File: src/common/adcms_pkg.sv
`default_nettype none
package adcms_pkg;
  // ------------------------------------------------------------
  // Register map
  // ------------------------------------------------------------
  localparam logic [7:0] REG_STAT1 = 8'h00;
  localparam logic [7:0] REG_STAT2 = 8'h01;
  localparam logic [7:0] REG_VDD_LO = 8'h03;
  localparam logic [7:0] REG_LO_A = 8'h04;
  localparam logic [7:0] REG_LO_B = 8'h05;
  localparam logic [7:0] REG_HI_BASE = 8'h06;
  localparam logic [7:0] REG_HI_LAST = 8'h0c;
  localparam logic [7:0] REG_CFG1 = 8'h18;
  localparam logic [7:0] REG_CFG2 = 8'h19;
  localparam logic [7:0] REG_CFG3 = 8'h1a;
  localparam logic [7:0] REG_MASK1 = 8'h1c;
  localparam logic [7:0] REG_MASK2 = 8'h1d;
  localparam logic [7:0] REG_LIM_BASE = 8'h25;
  localparam logic [7:0] REG_LIM_LAST = 8'h32;
  localparam logic [7:0] CFG_RST = 8'h00;
  // ------------------------------------------------------------
  // Field positions
  // ------------------------------------------------------------
  localparam int CFG1_EN = 0;
  localparam int CFG1_PIN_LSB = 1;
  localparam int CFG1_PIN_MSB = 2;
  localparam int CFG1_POL = 3;
  localparam int CFG2_SEL_LSB = 0;
  localparam int CFG2_SEL_MSB = 2;
  localparam int CFG2_MODE = 4;
  localparam int CFG2_AVG_OFF = 5;
  localparam int CFG3_REF = 4;
  localparam int STAT2_VDD = 0;
  // ------------------------------------------------------------
  // Channels and data
  // ------------------------------------------------------------
  typedef logic [2:0] adcms_ch_t;
  localparam adcms_ch_t CH_VDD = 3'h0;
  localparam adcms_ch_t CH_INT = 3'h1;
  localparam adcms_ch_t CH_EXT = 3'h2;
  localparam adcms_ch_t CH_ANALOG_INPUT_ONE = 3'h3;
  localparam adcms_ch_t CH_ANALOG_INPUT_TWO = 3'h4;
  localparam adcms_ch_t CH_ANALOG_INPUT_THREE = 3'h5;
  localparam adcms_ch_t CH_ANALOG_INPUT_FOUR = 3'h6;
  localparam int NUM_CH = 7;
  localparam int NUM_LIM = 14;
  localparam int CODE_BITS = 10;
  localparam int AVG_SHIFT = 4;
  localparam logic [3:0] AVG_LAST = 4'hf;
  // ------------------------------------------------------------
  // Timing
  // ------------------------------------------------------------
  localparam int CLK_NS = 8;
  localparam int INT_SAMPLE_NS = 712000;
  localparam int EXT_SAMPLE_NS = 1510000;
  localparam int VOLT_SAMPLE_NS = 20000;
  localparam int STEP_CYC_DEF = 4;
  localparam int SYNC_CYC = 3;
  localparam int CNT_W = 18;
  typedef enum logic {SEQ_IDLE, SEQ_CONV} adcms_seq_t;
endpackage
`default_nettype wire

File: src/logic/adcms_top.sv
// What this block does
// - Config three bit picks input reference
// - Pin pair field selects sensor or inputs
// - Input results are 10-bit straight binary
// - Successive approximation after acquisition phase
// - High limit greater-than, low less-or-equal
// - Limits 8 bits, results 10 bits
// - Unmasked out-of-limit sets status one flag
// - Interrupt asserted on flags, selectable polarity
// - Single mode converts selected channel continuously
// - Round robin order supply, temps, inputs
// - Single mode temperatures average 16 samples
// - Averaged temperature takes about 11.4/24.16 ms
// - Config two bit five disables averaging
// - Supply result split over two bytes
// - New temperature measurement after each transaction in round robin mode
// - Transaction aborts conversion, resumes at end
// - Temperatures compared to their own limits
// - Unmasked supply out-of-limit sets status two
// - Supply uses internal reference, 7 V scale
// - Temperature range -128..127, quarter degree
// - Temperatures stored as two's complement
// - Powers up round robin, monitoring disabled
// - Mode bit enters single-channel mode
// - After input four, round robin wraps
`timescale 1ns/100ps
`default_nettype none
module adcms_top
  import adcms_pkg::*;
#(
  parameter int INT_SAMPLE_CYC = INT_SAMPLE_NS / CLK_NS,
  parameter int EXT_SAMPLE_CYC = EXT_SAMPLE_NS / CLK_NS,
  parameter int VOLT_SAMPLE_CYC = VOLT_SAMPLE_NS / CLK_NS,
  parameter int STEP_CYC = STEP_CYC_DEF
) (
  input wire logic ref_clk,
  input wire logic reset_n,
  input wire logic [7:0] reg_addr,
  input wire logic reg_wr,
  input wire logic reg_rd,
  input wire logic [7:0] reg_wdata,
  output logic [7:0] reg_rdata,
  input wire logic xfer_active,
  input wire logic cmp_input_low,
  output logic [CODE_BITS-1:0] dac_trial,
  output logic sample_hold,
  output logic [2:0] conv_channel,
  output logic ref_from_supply,
  output logic sensor_pins_ext,
  output logic int_out
);
  // ------------------------------------------------------------
  // Timing checks
  // ------------------------------------------------------------
  localparam int CONV_CYC = CODE_BITS * STEP_CYC + 1;
  localparam logic [CNT_W-1:0] INT_ACQ = CNT_W'(INT_SAMPLE_CYC - CONV_CYC);
  localparam logic [CNT_W-1:0] EXT_ACQ = CNT_W'(EXT_SAMPLE_CYC - CONV_CYC);
  localparam logic [CNT_W-1:0] VOLT_ACQ = CNT_W'(VOLT_SAMPLE_CYC - CONV_CYC);

  if (VOLT_SAMPLE_CYC <= CONV_CYC || INT_SAMPLE_CYC <= CONV_CYC ||
      EXT_SAMPLE_CYC <= CONV_CYC || EXT_SAMPLE_CYC >= 2 ** CNT_W ||
      INT_SAMPLE_CYC >= 2 ** CNT_W || VOLT_SAMPLE_CYC >= 2 ** CNT_W) begin : g_chk
    $error("Sample period does not fit the converter");
  end

  // ------------------------------------------------------------
  // Helpers
  // ------------------------------------------------------------
  function automatic logic is_temp(input adcms_ch_t ch);
    return (ch == CH_INT) || (ch == CH_EXT);
  endfunction

  function automatic adcms_ch_t next_rr(input adcms_ch_t ch, input logic ext);
    adcms_ch_t n;
    n = CH_VDD;
    unique case (ch)
      CH_VDD: n = CH_INT;
      CH_INT: n = ext ? CH_EXT : CH_ANALOG_INPUT_ONE;
      CH_EXT: n = CH_ANALOG_INPUT_THREE;
      CH_ANALOG_INPUT_ONE: n = CH_ANALOG_INPUT_TWO;
      CH_ANALOG_INPUT_TWO: n = CH_ANALOG_INPUT_THREE;
      CH_ANALOG_INPUT_THREE: n = CH_ANALOG_INPUT_FOUR;
      default: n = CH_VDD;
    endcase
    return n;
  endfunction

  // ------------------------------------------------------------
  // Configuration registers
  // ------------------------------------------------------------
  logic [7:0] cfg1_q;
  logic [7:0] cfg2_q;
  logic [7:0] cfg3_q;
  logic [7:0] mask1_q;
  logic [7:0] mask2_q;
  logic [7:0] lim_q [NUM_LIM];
  logic [7:0] stat1_q;
  logic [7:0] stat2_q;
  logic [CODE_BITS-1:0] res_q [NUM_CH];
  logic lim_hit;
  logic [3:0] lim_idx;

  assign lim_hit = (reg_addr >= REG_LIM_BASE) && (reg_addr <= REG_LIM_LAST);
  assign lim_idx = 4'(reg_addr - REG_LIM_BASE);

  always_ff @(posedge ref_clk) begin
    if (!reset_n) begin
      cfg1_q <= CFG_RST;
      cfg2_q <= CFG_RST;
      cfg3_q <= CFG_RST;
      mask1_q <= CFG_RST;
      mask2_q <= CFG_RST;
    end else if (reg_wr) begin
      if (reg_addr == REG_CFG1) cfg1_q <= reg_wdata;
      if (reg_addr == REG_CFG2) cfg2_q <= reg_wdata;
      if (reg_addr == REG_CFG3) cfg3_q <= reg_wdata;
      if (reg_addr == REG_MASK1) mask1_q <= reg_wdata;
      if (reg_addr == REG_MASK2) mask2_q <= reg_wdata;
    end
  end

  always_ff @(posedge ref_clk) begin
    if (!reset_n) begin
      for (int i = 0; i < NUM_LIM; i++) lim_q[i] <= CFG_RST;
    end else if (reg_wr && lim_hit) begin
      lim_q[lim_idx] <= reg_wdata;
    end
  end

  // ------------------------------------------------------------
  // Sequencer
  // ------------------------------------------------------------
  adcms_seq_t seq_q;
  adcms_ch_t rr_ch_q;
  adcms_ch_t conv_ch_q;
  adcms_ch_t sel_ch;
  adcms_ch_t pick_ch;
  logic xfer_q;
  logic xfer_fell;
  logic run_ok;
  logic single;
  logic pins_ext;
  logic conv_start;
  logic conv_busy;
  logic conv_done;
  logic conv_done_ok;
  logic [CODE_BITS-1:0] conv_code;
  logic [CNT_W-1:0] acq_sel;

  assign single = cfg2_q[CFG2_MODE];
  assign pins_ext = |cfg1_q[CFG1_PIN_MSB:CFG1_PIN_LSB];
  // Unused code seven falls back to the supply channel
  assign sel_ch = (cfg2_q[CFG2_SEL_MSB:CFG2_SEL_LSB] == 3'h7) ? CH_VDD :
                  cfg2_q[CFG2_SEL_MSB:CFG2_SEL_LSB];
  assign run_ok = cfg1_q[CFG1_EN] && !xfer_active;
  assign xfer_fell = xfer_q && !xfer_active;
  assign conv_start = (seq_q == SEQ_IDLE) && run_ok;
  assign conv_done_ok = conv_done && run_ok;
  // After a transaction the round robin restarts on a temperature
  assign pick_ch = single ? sel_ch : (xfer_fell ? CH_INT : rr_ch_q);

  always_comb begin
    unique case (pick_ch)
      CH_INT: acq_sel = INT_ACQ;
      CH_EXT: acq_sel = EXT_ACQ;
      default: acq_sel = VOLT_ACQ;
    endcase
  end

  always_ff @(posedge ref_clk) begin
    if (!reset_n) begin
      xfer_q <= 1'b0;
    end else begin
      xfer_q <= xfer_active;
    end
  end

  always_ff @(posedge ref_clk) begin
    if (!reset_n) begin
      seq_q <= SEQ_IDLE;
    end else begin
      unique case (seq_q)
        SEQ_IDLE: if (run_ok) seq_q <= SEQ_CONV;
        SEQ_CONV: if (!run_ok || conv_done) seq_q <= SEQ_IDLE;
      endcase
    end
  end

  always_ff @(posedge ref_clk) begin
    if (!reset_n) begin
      conv_ch_q <= CH_VDD;
      rr_ch_q <= CH_VDD;
    end else begin
      if (conv_start) conv_ch_q <= pick_ch;
      if (xfer_fell) begin
        rr_ch_q <= CH_INT;
      end else if (conv_done_ok && !single) begin
        rr_ch_q <= next_rr(conv_ch_q, pins_ext);
      end
    end
  end

  adcms_sar #(
    .STEP_CYC(STEP_CYC)
  ) u_sar (
    .ref_clk(ref_clk),
    .reset_n(reset_n),
    .abort(!run_ok),
    .start(conv_start),
    .acq_cyc(acq_sel),
    .cmp_input_low(cmp_input_low),
    .dac_trial(dac_trial),
    .sample_hold(sample_hold),
    .busy(conv_busy),
    .done(conv_done),
    .code(conv_code)
  );

  // ------------------------------------------------------------
  // Averaging and result store
  // ------------------------------------------------------------
  localparam int ACC_W = CODE_BITS + AVG_SHIFT;
  logic [ACC_W-1:0] acc_q;
  logic [ACC_W-1:0] acc_sum;
  logic [3:0] avg_cnt_q;
  logic avg_active;
  logic commit;
  logic [CODE_BITS-1:0] smp_val;

  assign avg_active = single && is_temp(conv_ch_q) && !cfg2_q[CFG2_AVG_OFF];
  assign acc_sum = acc_q + {{AVG_SHIFT{conv_code[CODE_BITS-1]}}, conv_code};
  assign commit = conv_done_ok && (!avg_active || avg_cnt_q == AVG_LAST);
  assign smp_val = avg_active ? acc_sum[ACC_W-1:AVG_SHIFT] : conv_code;

  // Partial sums are dropped on abort so a stale average is never mixed
  always_ff @(posedge ref_clk) begin
    if (!reset_n || !run_ok) begin
      acc_q <= '0;
      avg_cnt_q <= 4'h0;
    end else if (conv_done && avg_active && !commit) begin
      acc_q <= acc_sum;
      avg_cnt_q <= avg_cnt_q + 4'h1;
    end else if (conv_done) begin
      acc_q <= '0;
      avg_cnt_q <= 4'h0;
    end
  end

  always_ff @(posedge ref_clk) begin
    if (!reset_n) begin
      for (int i = 0; i < NUM_CH; i++) res_q[i] <= '0;
    end else if (commit) begin
      res_q[conv_ch_q] <= smp_val;
    end
  end

  // ------------------------------------------------------------
  // Limit compare and flags
  // ------------------------------------------------------------
  logic [7:0] up_lim;
  logic [7:0] lo_lim;
  logic [7:0] top8;
  logic oor;
  logic [7:0] set1;
  logic set2;
  logic rd1;
  logic rd2;
  logic any_flag;

  assign up_lim = lim_q[{conv_ch_q, 1'b0}];
  assign lo_lim = lim_q[{conv_ch_q, 1'b1}];
  assign top8 = smp_val[CODE_BITS-1:CODE_BITS-8];
  assign oor = is_temp(conv_ch_q) ?
               ($signed(top8) > $signed(up_lim) || $signed(top8) <= $signed(lo_lim)) :
               (top8 > up_lim || top8 <= lo_lim);
  assign set1 = (commit && oor && conv_ch_q != CH_VDD) ?
                ((8'h01 << (conv_ch_q - CH_INT)) & ~mask1_q) : 8'h00;
  assign set2 = commit && oor && conv_ch_q == CH_VDD && !mask2_q[STAT2_VDD];
  assign rd1 = reg_rd && reg_addr == REG_STAT1;
  assign rd2 = reg_rd && reg_addr == REG_STAT2;
  assign any_flag = |{stat1_q, stat2_q};

  // A new event in the read cycle survives the clear
  always_ff @(posedge ref_clk) begin
    if (!reset_n) begin
      stat1_q <= 8'h00;
      stat2_q <= 8'h00;
    end else begin
      stat1_q <= (rd1 ? 8'h00 : stat1_q) | set1;
      stat2_q <= (rd2 ? 8'h00 : stat2_q) | 8'(set2);
    end
  end

  always_ff @(posedge ref_clk) begin
    if (!reset_n) begin
      int_out <= 1'b1;
      ref_from_supply <= 1'b0;
      sensor_pins_ext <= 1'b0;
    end else begin
      int_out <= cfg1_q[CFG1_POL] ? any_flag : !any_flag;
      // Supply and temperatures always use the internal reference
      ref_from_supply <= cfg3_q[CFG3_REF] && !is_temp(conv_ch_q) &&
                         conv_ch_q != CH_VDD;
      sensor_pins_ext <= pins_ext;
    end
  end

  assign conv_channel = conv_ch_q;

  // ------------------------------------------------------------
  // Read path
  // ------------------------------------------------------------
  logic [7:0] rd_val;

  always_comb begin
    rd_val = 8'h00;
    if (lim_hit) begin
      rd_val = lim_q[lim_idx];
    end else begin
      case (reg_addr)
        REG_STAT1: rd_val = stat1_q;
        REG_STAT2: rd_val = stat2_q;
        REG_VDD_LO: rd_val = {6'h00, res_q[CH_VDD][1:0]};
        REG_LO_A: rd_val = {res_q[CH_ANALOG_INPUT_TWO][1:0], res_q[CH_ANALOG_INPUT_ONE][1:0],
                            res_q[CH_EXT][1:0], res_q[CH_INT][1:0]};
        REG_LO_B: rd_val = {4'h0, res_q[CH_ANALOG_INPUT_FOUR][1:0], res_q[CH_ANALOG_INPUT_THREE][1:0]};
        REG_CFG1: rd_val = cfg1_q;
        REG_CFG2: rd_val = cfg2_q;
        REG_CFG3: rd_val = cfg3_q;
        REG_MASK1: rd_val = mask1_q;
        REG_MASK2: rd_val = mask2_q;
        default: begin
          if (reg_addr >= REG_HI_BASE && reg_addr <= REG_HI_LAST) begin
            rd_val = res_q[3'(reg_addr - REG_HI_BASE)][CODE_BITS-1:2];
          end
        end
      endcase
    end
  end

  always_ff @(posedge ref_clk) begin
    if (!reset_n) begin
      reg_rdata <= 8'h00;
    end else if (reg_rd) begin
      reg_rdata <= rd_val;
    end
  end
endmodule // adcms_top
`default_nettype wire

File: src/logic/adcms_sar.sv
`timescale 1ns/100ps
`default_nettype none
module adcms_sar
  import adcms_pkg::*;
#(
  parameter int STEP_CYC = STEP_CYC_DEF
) (
  input wire logic ref_clk,
  input wire logic reset_n,
  input wire logic abort,
  input wire logic start,
  input wire logic [CNT_W-1:0] acq_cyc,
  input wire logic cmp_input_low,
  output logic [CODE_BITS-1:0] dac_trial,
  output logic sample_hold,
  output logic busy,
  output logic done,
  output logic [CODE_BITS-1:0] code
);
  typedef enum logic [1:0] {SAR_IDLE, SAR_ACQ, SAR_TRIAL} adcms_sar_t;
  localparam logic [CNT_W-1:0] STEP_LAST = CNT_W'(STEP_CYC - 1);
  localparam logic [3:0] MSB_IDX = 4'(CODE_BITS - 1);

  if (STEP_CYC < SYNC_CYC) begin : g_chk
    $error("STEP_CYC too short for comparator synchroniser");
  end

  adcms_sar_t st_q;
  logic [CNT_W-1:0] cnt_q;
  logic [3:0] bit_q;
  logic [CODE_BITS-1:0] trial_q;
  logic [CODE_BITS-1:0] code_q;
  logic [CODE_BITS-1:0] onehot;
  logic [CODE_BITS-1:0] kept;
  logic done_q;
  logic cmp_s1_q;
  logic cmp_s2_q;

  // Comparator is analog, asynchronous to ref_clk
  always_ff @(posedge ref_clk) begin
    if (!reset_n) begin
      cmp_s1_q <= 1'b0;
      cmp_s2_q <= 1'b0;
    end else begin
      cmp_s1_q <= cmp_input_low;
      cmp_s2_q <= cmp_s1_q;
    end
  end

  assign onehot = CODE_BITS'(1) << bit_q;
  assign kept = cmp_s2_q ? (trial_q & ~onehot) : trial_q;

  // Acquire, then binary search one bit per step
  always_ff @(posedge ref_clk) begin
    if (!reset_n || abort) begin
      st_q <= SAR_IDLE;
      cnt_q <= '0;
      bit_q <= 4'h0;
      trial_q <= '0;
      done_q <= 1'b0;
    end else begin
      done_q <= 1'b0;
      unique case (st_q)
        SAR_IDLE: begin
          if (start) begin
            st_q <= SAR_ACQ;
            cnt_q <= acq_cyc;
          end
        end
        SAR_ACQ: begin
          if (cnt_q == '0) begin
            st_q <= SAR_TRIAL;
            bit_q <= MSB_IDX;
            trial_q <= CODE_BITS'(1) << MSB_IDX;
            cnt_q <= STEP_LAST;
          end else begin
            cnt_q <= cnt_q - CNT_W'(1);
          end
        end
        SAR_TRIAL: begin
          if (cnt_q != '0) begin
            cnt_q <= cnt_q - CNT_W'(1);
          end else if (bit_q == 4'h0) begin
            trial_q <= kept;
            done_q <= 1'b1;
            st_q <= SAR_IDLE;
          end else begin
            trial_q <= kept | (onehot >> 1);
            bit_q <= bit_q - 4'h1;
            cnt_q <= STEP_LAST;
          end
        end
      endcase
    end
  end

  // Last code is held across aborts
  always_ff @(posedge ref_clk) begin
    if (!reset_n) begin
      code_q <= '0;
    end else if (!abort && st_q == SAR_TRIAL && cnt_q == '0 && bit_q == 4'h0) begin
      code_q <= kept;
    end
  end

  assign dac_trial = trial_q;
  assign sample_hold = (st_q == SAR_ACQ);
  assign busy = (st_q != SAR_IDLE);
  assign done = done_q;
  assign code = code_q;
endmodule // adcms_sar
`default_nettype wire

File: config.mk
export PLATFORM = sky130hd
export DESIGN_NAME = adcms_top
export DESIGN_NICKNAME = d
export VERILOG_FILES = /design/src/common/adcms_pkg.sv /design/src/logic/adcms_top.sv /design/src/logic/adcms_sar.sv
export SDC_FILE = /design/constraint.sdc
export NUM_CORES = 1
export LEC_CHECK = 0
export ABC_AREA = 1
export BUFFER_PORTS_ARGS = -buffer_cell sky130_fd_sc_hd__buf_2
export CAP_MARGIN = 20
export CORE_AREA = 2 2 242 148
export CTS_BUF_LIST = sky130_fd_sc_hd__clkbuf_8
export DETAILED_ROUTE_END_ITERATION = 8
export DIE_AREA = 0 0 244 150
export GPL_TIMING_DRIVEN = 0
export PLACE_DENSITY = 0.73
export SYNTH_ARGS = -nofsm -noshare
export SYNTH_HDL_FRONTEND = slang
export SYNTH_HIERARCHICAL = 1
export SYNTH_SLANG_ARGS = --single-unit
File: constraint.sdc
create_clock -name ref_clk -period 3.2 [get_ports ref_clk]
set_clock_uncertainty 0.2 [all_clocks]
set_input_delay 0.32 -clock ref_clk [delete_from_list [all_inputs] [get_ports ref_clk]]
set_output_delay 0.32 -clock ref_clk [all_outputs]
set_load 0.02 [all_outputs]
Word-level counts from Yosys, hierarchy flattened --
Memories as Yosys holds them, arrays and structs flattened. A register that Yosys moved wholly into a read port is not among the register bits. Index checks and enable logic that the tools add are counted.
Storage, ports and cells: register bits after elaboration 140, bits in writable memories 182, input bits 22, logic and storage cells 208, memories kept 2
Memory list:
- lim_q | depth 14, width 8, rd ports 3, clocked after Yosys merged registers in 2, wr ports 14, line adcms_top.sv:96 | logic [7:0] lim_q [NUM_LIM];
- res_q | depth 7, width 10, rd ports 8, clocked after Yosys merged registers in 0, wr ports 7, line adcms_top.sv:99 | logic [CODE_BITS-1:0] res_q [NUM_CH];
Cells by class: add/sub/neg operators 7, $lt $le $gt $ge 8, equality and inequality tests 26, shift operators 2, muxes and demuxes 61, bitwise operators 10, reductions and logical operators 66
Operator list (count):
- 8-bit one-hot mux with 10 select lines | 1
- 18-bit 2-to-1 mux | 4
- 10-bit 2-to-1 mux | 6
- 18-bit one-hot mux with 3 select lines | 1
- 8-bit 2-to-1 mux | 6
- 8-bit by 5-bit equality test with 1-bit output, second input constant | 5
- 4-bit 2-to-1 mux | 10
- 18-bit one-hot mux with 2 select lines | 1
- 14-bit 2-to-1 mux | 2
- 1-bit logical AND | 24
- 10-bit one-hot mux with 2 select lines | 1
- 18-bit zero test | 1
- 18-bit nonzero test | 1
- 18-bit by 1-bit subtractor with 18-bit output, second input constant | 1
- 1-bit 2-to-1 mux | 17
- 8-bit by 3-bit equality test with 1-bit output, second input constant | 2
- 8-bit greater-than comparator | 2
- 8-bit <= comparator | 2
- 16-bit OR reduction | 1
- 3-bit one-hot mux with 5 select lines | 1
- 14-bit adder | 1
- 3-bit 2-to-1 mux | 4
- 2-bit AND reduction | 6
- 10-bit bitwise AND | 1
- other kinds (47) | 79

Logic depth before layout (Yosys ltp) --
Gate-level depths: netlist of the first run.
depth after elaboration 12, mapped depth 26, gate-level depth less buffers 26

Modules after synthesis --
The synthesis of the first run kept the hierarchy.
Modules (own cells, without submodules):
- adcms_top | instances 1, cells each 1989, area each 15750.1 µm²
- adcms_sar | instances 1, cells each 468, area each 2949.1 µm²

Worst setup path before layout of the first run --
Ideal clock, no wire load.
kind reg-to-reg, from register u_sar.code_q[0] (netlist: u_sar/code[0]), to register stat1_q[0], setup time 0.070 ns, data arrival time 2.863 ns, setup slack 0.066 ns, stages on the path, launching flop included 25, cell sequence dfxtp_1 > ha_1 > inv_1 > fa_1 > inv_1 > nand3_1 > nand2_1 > nand2_1 > nand2_1 > inv_1 > o21ai_0 > nand2_1 > nand3_1 > nand2_1 > ha_1 > nand2_1 > inv_1 > nand2_1 > nand2_1 > nand2_1 > nand2_1 > nand2_1 > a21oi_2 > nand4_1 > a21oi_1
On the way: word-level cells in the longest chain between the ends 9, elaborated cells on any way between the ends 13
Ends and longest elaborated chain:
- start, declared | line adcms_sar.sv:32 | logic [CODE_BITS-1:0] code_q;
- start signal, assigned | line adcms_sar.sv:102 | code_q <= kept;
- 14-bit adder * | line adcms_top.sv:231 | assign acc_sum = acc_q + {{AVG_SHIFT{conv_code[CODE_BITS-1]}}, conv_code};
- 10-bit 2-to-1 mux * | line adcms_top.sv:233 | assign smp_val = avg_active ? acc_sum[ACC_W-1:AVG_SHIFT] : conv_code;
- 8-bit greater-than comparator (tied with other cells) | line adcms_top.sv:275 | (top8 > up_lim || top8 <= lo_lim);
- 1-bit logical OR, on equally long branches | line adcms_top.sv:275, adcms_top.sv:274
- 1-bit 2-to-1 mux * | line adcms_top.sv:273 | assign oor = is_temp(conv_ch_q) ?
- 1-bit logical AND * (2 in a row) | line adcms_top.sv:276 | assign set1 = (commit && oor && conv_ch_q != CH_VDD) ?
- 8-bit 2-to-1 mux * | line adcms_top.sv:276
- 8-bit OR * | line adcms_top.sv:289 | stat1_q <= (rd1 ? 8'h00 : stat1_q) | set1;
- end signal, assigned | line adcms_top.sv:289
- end, declared | line adcms_top.sv:97 | logic [7:0] stat1_q;
Every way passes the cells marked *; elsewhere a longest branch is shown, timed or not. A chain may end at the register's enable or synchronous reset.

Final worst setup path of the first run --
from register u_sar.code_q[9] (netlist: u_sar/code[9]), to register stat1_q[7]
On the way: word-level cells in the longest chain between the ends 9, elaborated cells on any way between the ends 13
Ends and longest elaborated chain (line):
- 14-bit adder | adcms_top.sv:231
- 10-bit 2-to-1 mux * | adcms_top.sv:233
- 8-bit greater-than comparator (tied with other cells) | adcms_top.sv:275
- 1-bit logical OR, on equally long branches | adcms_top.sv:275, adcms_top.sv:274
- 1-bit 2-to-1 mux * | adcms_top.sv:273
- 1-bit logical AND * (2 in a row) | adcms_top.sv:276
- 8-bit 2-to-1 mux * | adcms_top.sv:276
- 8-bit OR * | adcms_top.sv:289
Marked as above.

==> out/metrics.csv, run 1 <==
stage,metric,value,unit
run_status,status,"finished, violations left",
run_status,violations,negative setup slack,
finish,post_route_cells_drive_above_1_share,15.9,%
die,rows,53,
critical_path,cp_slowest_cell,dfxtp_4,
clock_tree,cts_tree,yes,
synth,synth-main-ff-cell,edfxtp_1,
clock_tree,clock_path_buffers,3,
sta,worst_slew_pin_slew,1.10,ns
route,routed.top_layer,met4,
critical_path,path_cells,ha_4 -> nand2_1 -> nor3_1 -> nand2_1 -> nand3_2 -> nand2_2 -> nand3_4 -> o21ai_4 -> ha_4 -> nand2_2 -> nor2_2 -> nand2_2 -> nand2_4 -> nand2_4 -> a21oi_4 -> clkbuf_16 -> nand4_1 -> a21oi_1,
synth,ys_async_sr_fraction,0,%
min_path,holdCritPathClass,reg -> reg,
placement,dp_hpwl,55.1,mm
route,wl_met1,33.0,mm
synth,synth.avg_cell_area,7.61,um2
power,total_power,9380,uW
power,powerDensity,427,nW/um2
route,routedWlPerCell,24.6,um
finish,fin_util,63.5,%
synth,syn_inst,2457,
global_routing,grt_start_max_net_pins,18,
route,ant_nets,0,
placement,gp_congestion,1.06,
finish,final_nets,2679,
critical_path,crit_top_cell,nand2_2,
route,via_per_inst,6.22,
die,start_util,54.1,%
sta,finalHoldViolations,0,
die,die_h,150,um
critical_path,end_kind,flip-flop,
global_routing,grt_pass1_vias,17100,
critical_path,worstSetupStartpointType,flip-flop,
synth,ys_types,55,
critical_path,worstSetupPathType,reg -> reg,
die,top_level_ports,47,
placement,place_area,19500,um2
flow_run,maxCapViolCount,0,
global_routing,antenna_found_initial,1,
critical_path,cpPeakStageDelay,0.41,ns
clock_tree,cts_max_level,2,
critical_path,cp.required,3.54,ns
route,dr_wl_met2,28.3,mm
die,die-area,36600,um2
critical_path,critPathMaxFanout,5,
synth,yosys_warnings,6,
placement,pre_cts_slack,-1.69,ns
clock_tree,clock_sinks,342,
route,first_iter_violations,2891,
sta,relSlewSlack,26.7,%
sta,finalSetupViolCount,10,
sta,fin_ws,-0.377,ns
synth,yosysSeqAreaShare,47.1,%
global_routing,track_usage,40.9,%
global_routing,grt_pass1_wl,109,mm
sta,rsz0062_at_grt,true,
route,first_pass_iters,7,
synth,ys_seq_elements,342,
sta,finalCritPeriodShare,112,%
die,core,34500,um2
route,met3WireLength,14.0,mm
placement,io_buffer_count,45,
critical_path,worstPathArrival,3.91,ns
sta,period_needed,3.58,ns
synth,synth_edf_count,196,
global_routing,grt_overflow_total,0,
sta,slew_violations,0,
clock_tree,cts-root-buf,clkbuf_8,
route,remaining_drc_errors,0,
synth,syn_area,18700,um2
finish,fill_cells,2967,
sta,finalSetupTns,-3.17,ns
power,leakagePower,0.00898,uW
clock_tree,clk_latency,0.66,ns
die,die_x,244,um
route,wl,76.7,mm
sta,fmax,280,MHz
finish,area_delta_synth_final,17.3,%
finish,final_area,21900,um2
clock_tree,numCtsBuffers,52,
clock_tree,clk_pin_slew,0.07,ns
route,vias,19400,
power,ir_worst_vdd,0.368,mV
[cells in the mapped netlist (22+ instances only)]
library cell	number	share of area [%]
nand3_1	175	4.7
nand4_1	25	0.84
inv_1	182	3.7
a21oi_1	156	4.2
o21ai_0	227	6.1
ha_1	50	3.3
nor2_1	502	10
nand2_1	504	10
dfxtp_1	146	16
edfxtp_1	196	31
nor3_1	22	0.59
clkbuf_1	82	1.6
[placed cells by master (no fill, tap or decap), drive strengths merged, types with 2 or more instances in the layout]
| master | count |
|---|---|
| a211oi | 2 |
| a21o | 2 |
| a21oi | 157 |
| a221oi | 2 |
| a31oi | 2 |
| and3 | 3 |
| buf | 114 |
| bufinv | 2 |
| clkbuf | 130 |
| clkinv | 18 |
| clkinvlp | 5 |
| conb | 3 |
| dfxtp | 146 |
| dlygate4sd3 | 13 |
| edfxtp | 196 |
| ha | 50 |
| inv | 209 |
| nand2 | 522 |
| nand3 | 183 |
| nand3b | 4 |
| nand4 | 26 |
| nor2 | 521 |
| nor3 | 23 |
| nor4 | 2 |
| o211ai | 19 |
| o21ai | 230 |
| o221ai | 5 |
| o22ai | 19 |
| o31ai | 5 |
| or2 | 10 |
| xnor2 | 3 |
| xor2 | 13 |
[final cells by class]
type,instances,area [um2],share of cell area (%)
repair buffers,97,703,3.20
clock inverters,37,230,1.05
inverters,197,752,3.43
well taps,467,584,2.66
flip-flops and latches,342,8840,40.3
clock buffers,57,785,3.58
diodes,1,2.50,0.0114
multi-input cells,1813,9480,43.2
plain buffers,103,559,2.55
[critical path, delay by kind of cell (launching register included)]
kind                     cells  cell delay, ns
AO/OA/AOI/OAI                3            0.50
adder cells (fa/ha/maj)      2            0.61
buffers and inverters        1            0.20
flip-flops                   1            0.41
AND/OR/NAND/NOR             12            1.55
[worst paths after layout]
path	depth (start not counted)	endpoint	from	slack, ns
max	18	stat1_q[7]$_SDFF_PN0_	u_sar/code[9]$_SDFFE_PN0P_	-0.38
min	2	u_sar/cmp_s2_q$_SDFF_PN0_	u_sar/cmp_s1_q$_SDFF_PN0_	0.23
max reg2reg	18	stat1_q[7]$_SDFF_PN0_	u_sar/code[9]$_SDFFE_PN0P_	-0.38
min reg2reg	2	u_sar/cmp_s2_q$_SDFF_PN0_	u_sar/cmp_s1_q$_SDFF_PN0_	0.23
[report_power, final]
| part | internal [uW] | switching (uW) | total, uW |
|---|---|---|---|
| Sequential | 4740 | 71.0 | 4810 |
| Combinational | 197 | 645 | 843 |
| Clock | 1820 | 1910 | 3720 |
| Total | 6750 | 2620 | 9380 |
[cells by family (layout without fill, tap and decap cells)]
group,after synthesis,count (layout),synth area share [%]
DFF,342,342,47.1
xor gates and xnor gates,16,16,0.749
AOI/OAI and AO/OA,449,449,12.8
adders and majority gates,51,51,3.45
and+or+nand+nor,1293,1294,29.2
other,2,4,0.0402
buffers and inverters,304,491,6.61
[metal layers]
metal  GRT usage (%)  vias to the layer above
met2            51.5                     1508
met5               0                        -
li1                -                     8486
met4            7.23                        0
met1            61.5                     9220
met3            20.7                      140
[through the flow]
stage	hold slack [ns]	cells
after CTS	0.176	3092
after global routing	0.251	3114
after floorplan	0.190	2458
after global placement	0.197	2970
final	0.225	3114
after detailed placement	0.204	2971
[what timing repair did]
action | 4_1_cts | 5_1_grt
buffers inserted | 17 | 20
endpoints found under the hold margin | 66 | 0
gates resized for setup | 175 | 91
setup endpoints to repair | 289 | 242
hold buffers | 13 | 0
gates cloned | 1 | 1
pin swaps | 27 | 36
[registers in the layout (all words and copies together), names as in the netlist, 4 cells and up, named ones only]
signal           count
acc_q               14
avg_cnt_q            4
cfg1_q               8
cfg2_q               8
cfg3_q               8
lim_q              128
mask1_q              8
mask2_q              8
reg_rdata            8
res_q               78
stat1_q              8
u_sar/bit_q          4
u_sar/cnt_q         18
u_sar/code          10
u_sar/dac_trial     10
Note: power is estimated with default switching activity, not from simulation.
==> inputs of run 2 (changes only) <==
--- a/config.mk
+++ b/config.mk
@@ -8,13 +8,12 @@
 export ABC_AREA = 1
 export BUFFER_PORTS_ARGS = -buffer_cell sky130_fd_sc_hd__buf_2
 export CAP_MARGIN = 20
-export CORE_AREA = 2 2 242 148
+export CORE_AREA = 2 2 238 146
 export CTS_BUF_LIST = sky130_fd_sc_hd__clkbuf_8
 export DETAILED_ROUTE_END_ITERATION = 8
-export DIE_AREA = 0 0 244 150
+export DIE_AREA = 0 0 240 148
 export GPL_TIMING_DRIVEN = 0
-export PLACE_DENSITY = 0.73
+export PLACE_DENSITY = 0.7
 export SYNTH_ARGS = -nofsm -noshare
 export SYNTH_HDL_FRONTEND = slang
-export SYNTH_HIERARCHICAL = 1
 export SYNTH_SLANG_ARGS = --single-unit
==> constraint.sdc (replaced) <==
create_clock -name ref_clk -period 3.48 [get_ports ref_clk]
set_clock_uncertainty 0.2 [all_clocks]
set_input_delay 0.348 -clock ref_clk [delete_from_list [all_inputs] [get_ports ref_clk]]
set_output_delay 0.348 -clock ref_clk [all_outputs]
set_load 0.02 [all_outputs]
==> run 2 against run 1 <==
Effect of this change:
- the run still ends with negative setup slack left
- synthesized area down 2.9%
- utilization is 0.28 points lower
- register-to-register slack gained 0.28 ns
- worst setup slack improved by 0.28 ns
- critical path type unchanged
- largest cell class unchanged
- largest power group unchanged
==> out/metrics.csv, run 2 <==
stage,metric,value,unit
sta,slew_violations,0,
synth,ys_async_sr_fraction,0,%
min_path,holdCritPathClass,in -> reg,
finish,top_register,lim_q,
finish,layout.cells.most_common,nor2_1,
power,powerDensity,415,nW/um2
synth,yosys-top-cells-count,"451 x nor2_1, 425 x nand2_1, 252 x o21ai_0, 196 x edfxtp_1, 174 x a21oi_1",
clock_tree,cts_max_level,2,
synth,synth.avg_cell_area,7.78,um2
critical_path,worstSetupPathType,reg -> reg,
synth,yosys_warnings,0,
finish,area_delta_synth_final,16.0,%
power,ir_worst_vdd,0.296,mV
die,start_util,54.5,%
critical_path,crit_top_cell,nand2_1,
finish,largest_reg_flops,128,
synth,yosysTopAreaCellShare,32.4,%
placement,place_area,19000,um2
finish,reg.largest.list,"lim_q x128, res_q x78, u_sar.cnt_q x18",
critical_path,cp.required,3.82,ns
die,top_level_ports,47,
global_routing,track_usage,39.7,%
finish,final_nets,2531,
route,routedWlPerCell,24.4,um
run_status,status,"finished, violations left",
die,core,33300,um2
die,die_h,148,um
synth,yosys-top-cells-area,"edfxtp_1 32%, dfxtp_1 16%, nor2_1 9.3%",
critical_path,cp_slowest_cell,fa_2,
critical_path,path_cells,ha_4 -> inv_2 -> fa_2 -> inv_2 -> nand3_2 -> nand2_4 -> nand3_1 -> nand3_1 -> nand2_1 -> nand3_2 -> o21ai_4 -> ha_1 -> nand2_1 -> nor2_2 -> nand2_1 -> nand2_2 -> nand2_4 -> a21oi_4 -> nand4_1 -> a21oi_1,
die,die_x,240,um
synth,synth_top_family_by_area,simple AND/OR/NAND/NOR gates,
clock_tree,cts_tree,yes,
finish,post_route_cells_drive_above_1_share,15.3,%
synth,syn_nets,2404,
synth,ys_seq_elements,342,
placement,io_buffer_count,44,
global_routing,grt_pass1_wl,103,mm
global_routing,grt_overflow_total,0,
sta,finalCritPeriodShare,103,%
sta,relSlewSlack,21.7,%
route,ant_nets,0,
clock_tree,clk_latency,0.64,ns
critical_path,worstSetupStartpointType,flip-flop,
route,via_per_inst,6.16,
sta,finalHoldViolations,0,
critical_path,worstPathArrival,3.91,ns
route,remaining_drc_errors,0,
flow_run,maxCapViolCount,0,
finish,fin_util,63.2,%
finish,final_area,21100,um2
sta,period_needed,3.57,ns
sta,fmax,280,MHz
global_routing,antenna_found_initial,1,
placement,dp_hpwl,54.2,mm
placement,gp_congestion,1.06,
finish,final_cell_mix,"441 x nor2_1, 382 x nand2_1, 233 x o21ai_0, 196 x edfxtp_1, 167 x a21oi_1",
die,rows,52,
synth,synth_mux_area_share,0.0551,%
global_routing,grt_start_max_net_pins,22,
clock_tree,numCtsBuffers,51,
clock_tree,cts-root-buf,clkbuf_8,
finish,stdcell_count,2963,
synth,syn_area,18200,um2
finish,fill_cells,2920,
route,wl,72.2,mm
critical_path,critPathBufInv,2,
clock_tree,clock_sinks,342,
route,first_iter_violations,3039,
sta,fin_ws,-0.0919,ns
synth,yosysSeqAreaShare,48.5,%
sta,fin_hold_ws,0.0861,ns
power,leakagePower,0.00821,uW
synth,ys_types,52,
synth,synth-main-ff-cell,edfxtp_1,
synth,synth.most_common_cell,nor2_1,
sta,rsz0062_at_grt,true,
synth,synthAdderAreaFrac,3.35,%
sta,finalSetupTns,-0.413,ns
critical_path,cpPeakStageDelay,0.38,ns
clock_tree,clk_pin_slew,0.07,ns
critical_path,cpLargestDelayFamily,simple AND/OR/NAND/NOR gates,
critical_path,end_kind,flip-flop,
critical_path,critPathMaxFanout,5,
synth,syn_inst,2334,
synth,synth_top_area_cell,edfxtp_1,
clock_tree,clock_path_buffers,3,
run_status,violations,negative setup slack,
route,vias,18300,
sta,worst_slew_pin_slew,1.17,ns
synth,synth-simple-area-share,26.0,%
finish,multiInputGateArea,8890,um2
route,first_pass_iters,8,
placement,dpl.cell_count,2840,
sta,finalSetupViolCount,11,
synth,synth_edf_count,196,
synth,post_synth_xor_area_fraction,1.11,%
global_routing,grt_pass1_vias,16200,
die,die-area,35500,um2
finish,regArea,8840,um2
synth,synth_compound_area_share,14.7,%
==> run 2: cell types whose count changed after synthesis, moves of 11 or more <==
cell and change:
buf_2 +14, o21ai_0 +25, nor3_1 +11, nor2_1 -51
inv_1 -24, nand2_2 -12, nand2_1 -79, a21oi_1 +18
==> run 2: layout make-up <==
cell class                 count  share of cell area, %
multi-input combinational   1706                   42.2
sequential                   342                   42.0
clock buffer                  60                   3.92
inverter                     181                   3.27
tap                          459                   2.73
timing repair buffer          76                   2.36
buffer                       103                   2.30
clock inverter                35                   1.19
antenna                        1                 0.0119
==> run 2: tightest hold or removal path: stages <==
cell and delay (ns):
buf_2 0.13, nand3_2 0.16, nand3_1 0.10, nand2_1 0.06, a21oi_1 0.05
==> run 2: stage by stage <==
| stage | power [uW] | setup WS (ns) |
|---|---|---|
| 2_1_floorplan | 4840 | 0.343 |
| 3_3_place_gp | 5170 | -1.21 |
| 3_5_place_dp | 5170 | -1.28 |
| 4_1_cts | 8620 | -0.0379 |
| 5_1_grt | 8890 | -0.169 |
| 6_report | 8730 | -0.0919 |
==> run 2: routing by layer <==
layer | track usage (%) | wire [um]
met1 | 63.9 | 31700
met2 | 48.3 | 26100
met3 | 15.9 | 13100
met4 | 7.80 | 1230
met5 | 0 | 0
==> run 2: worst paths after layout <==
path	from	cells after the start	end	slack (ns)
hold / removal	reg_addr[5]	5	reg_rdata[1]$_SDFFE_PN0P_	0.09
setup reg to reg	acc_q[0]$_SDFFE_PP0P_	20	stat1_q[6]$_SDFF_PN0_	-0.09
hold reg to reg	u_sar.cmp_s1_q$_SDFF_PN0_	2	u_sar.cmp_s2_q$_SDFF_PN0_	0.21
setup / recovery	acc_q[0]$_SDFFE_PP0P_	20	stat1_q[6]$_SDFF_PN0_	-0.09
==> run 2: repair_timing <==
action	in CTS	in global routing
setup endpoints to repair	190	139
gates resized for setup	77	148
gates cloned	2	0
buffers inserted	1	16
pin swaps	7	31
hold buffers	12	0
endpoints found under the hold margin	57	0
==> run 2: cells by family (layout without fill, tap and decap cells) <==
kind of cell             count (synthesis)  after routing
AND/OR/NAND/NOR                       1131           1132
other                                    0              1
adder cells (fa/ha/maj)                 48             48
buffers and inverters                  288            455
XOR/XNOR                                23             23
AO/OA/AOI/OAI                          501            502
flip-flops                             342            342
multiplexers                             1              1
==> run 2: power breakdown <==
part | switching, uW | internal [uW]
registers | 56.2 | 4350
clock network | 1740 | 1820
logic | 592 | 174
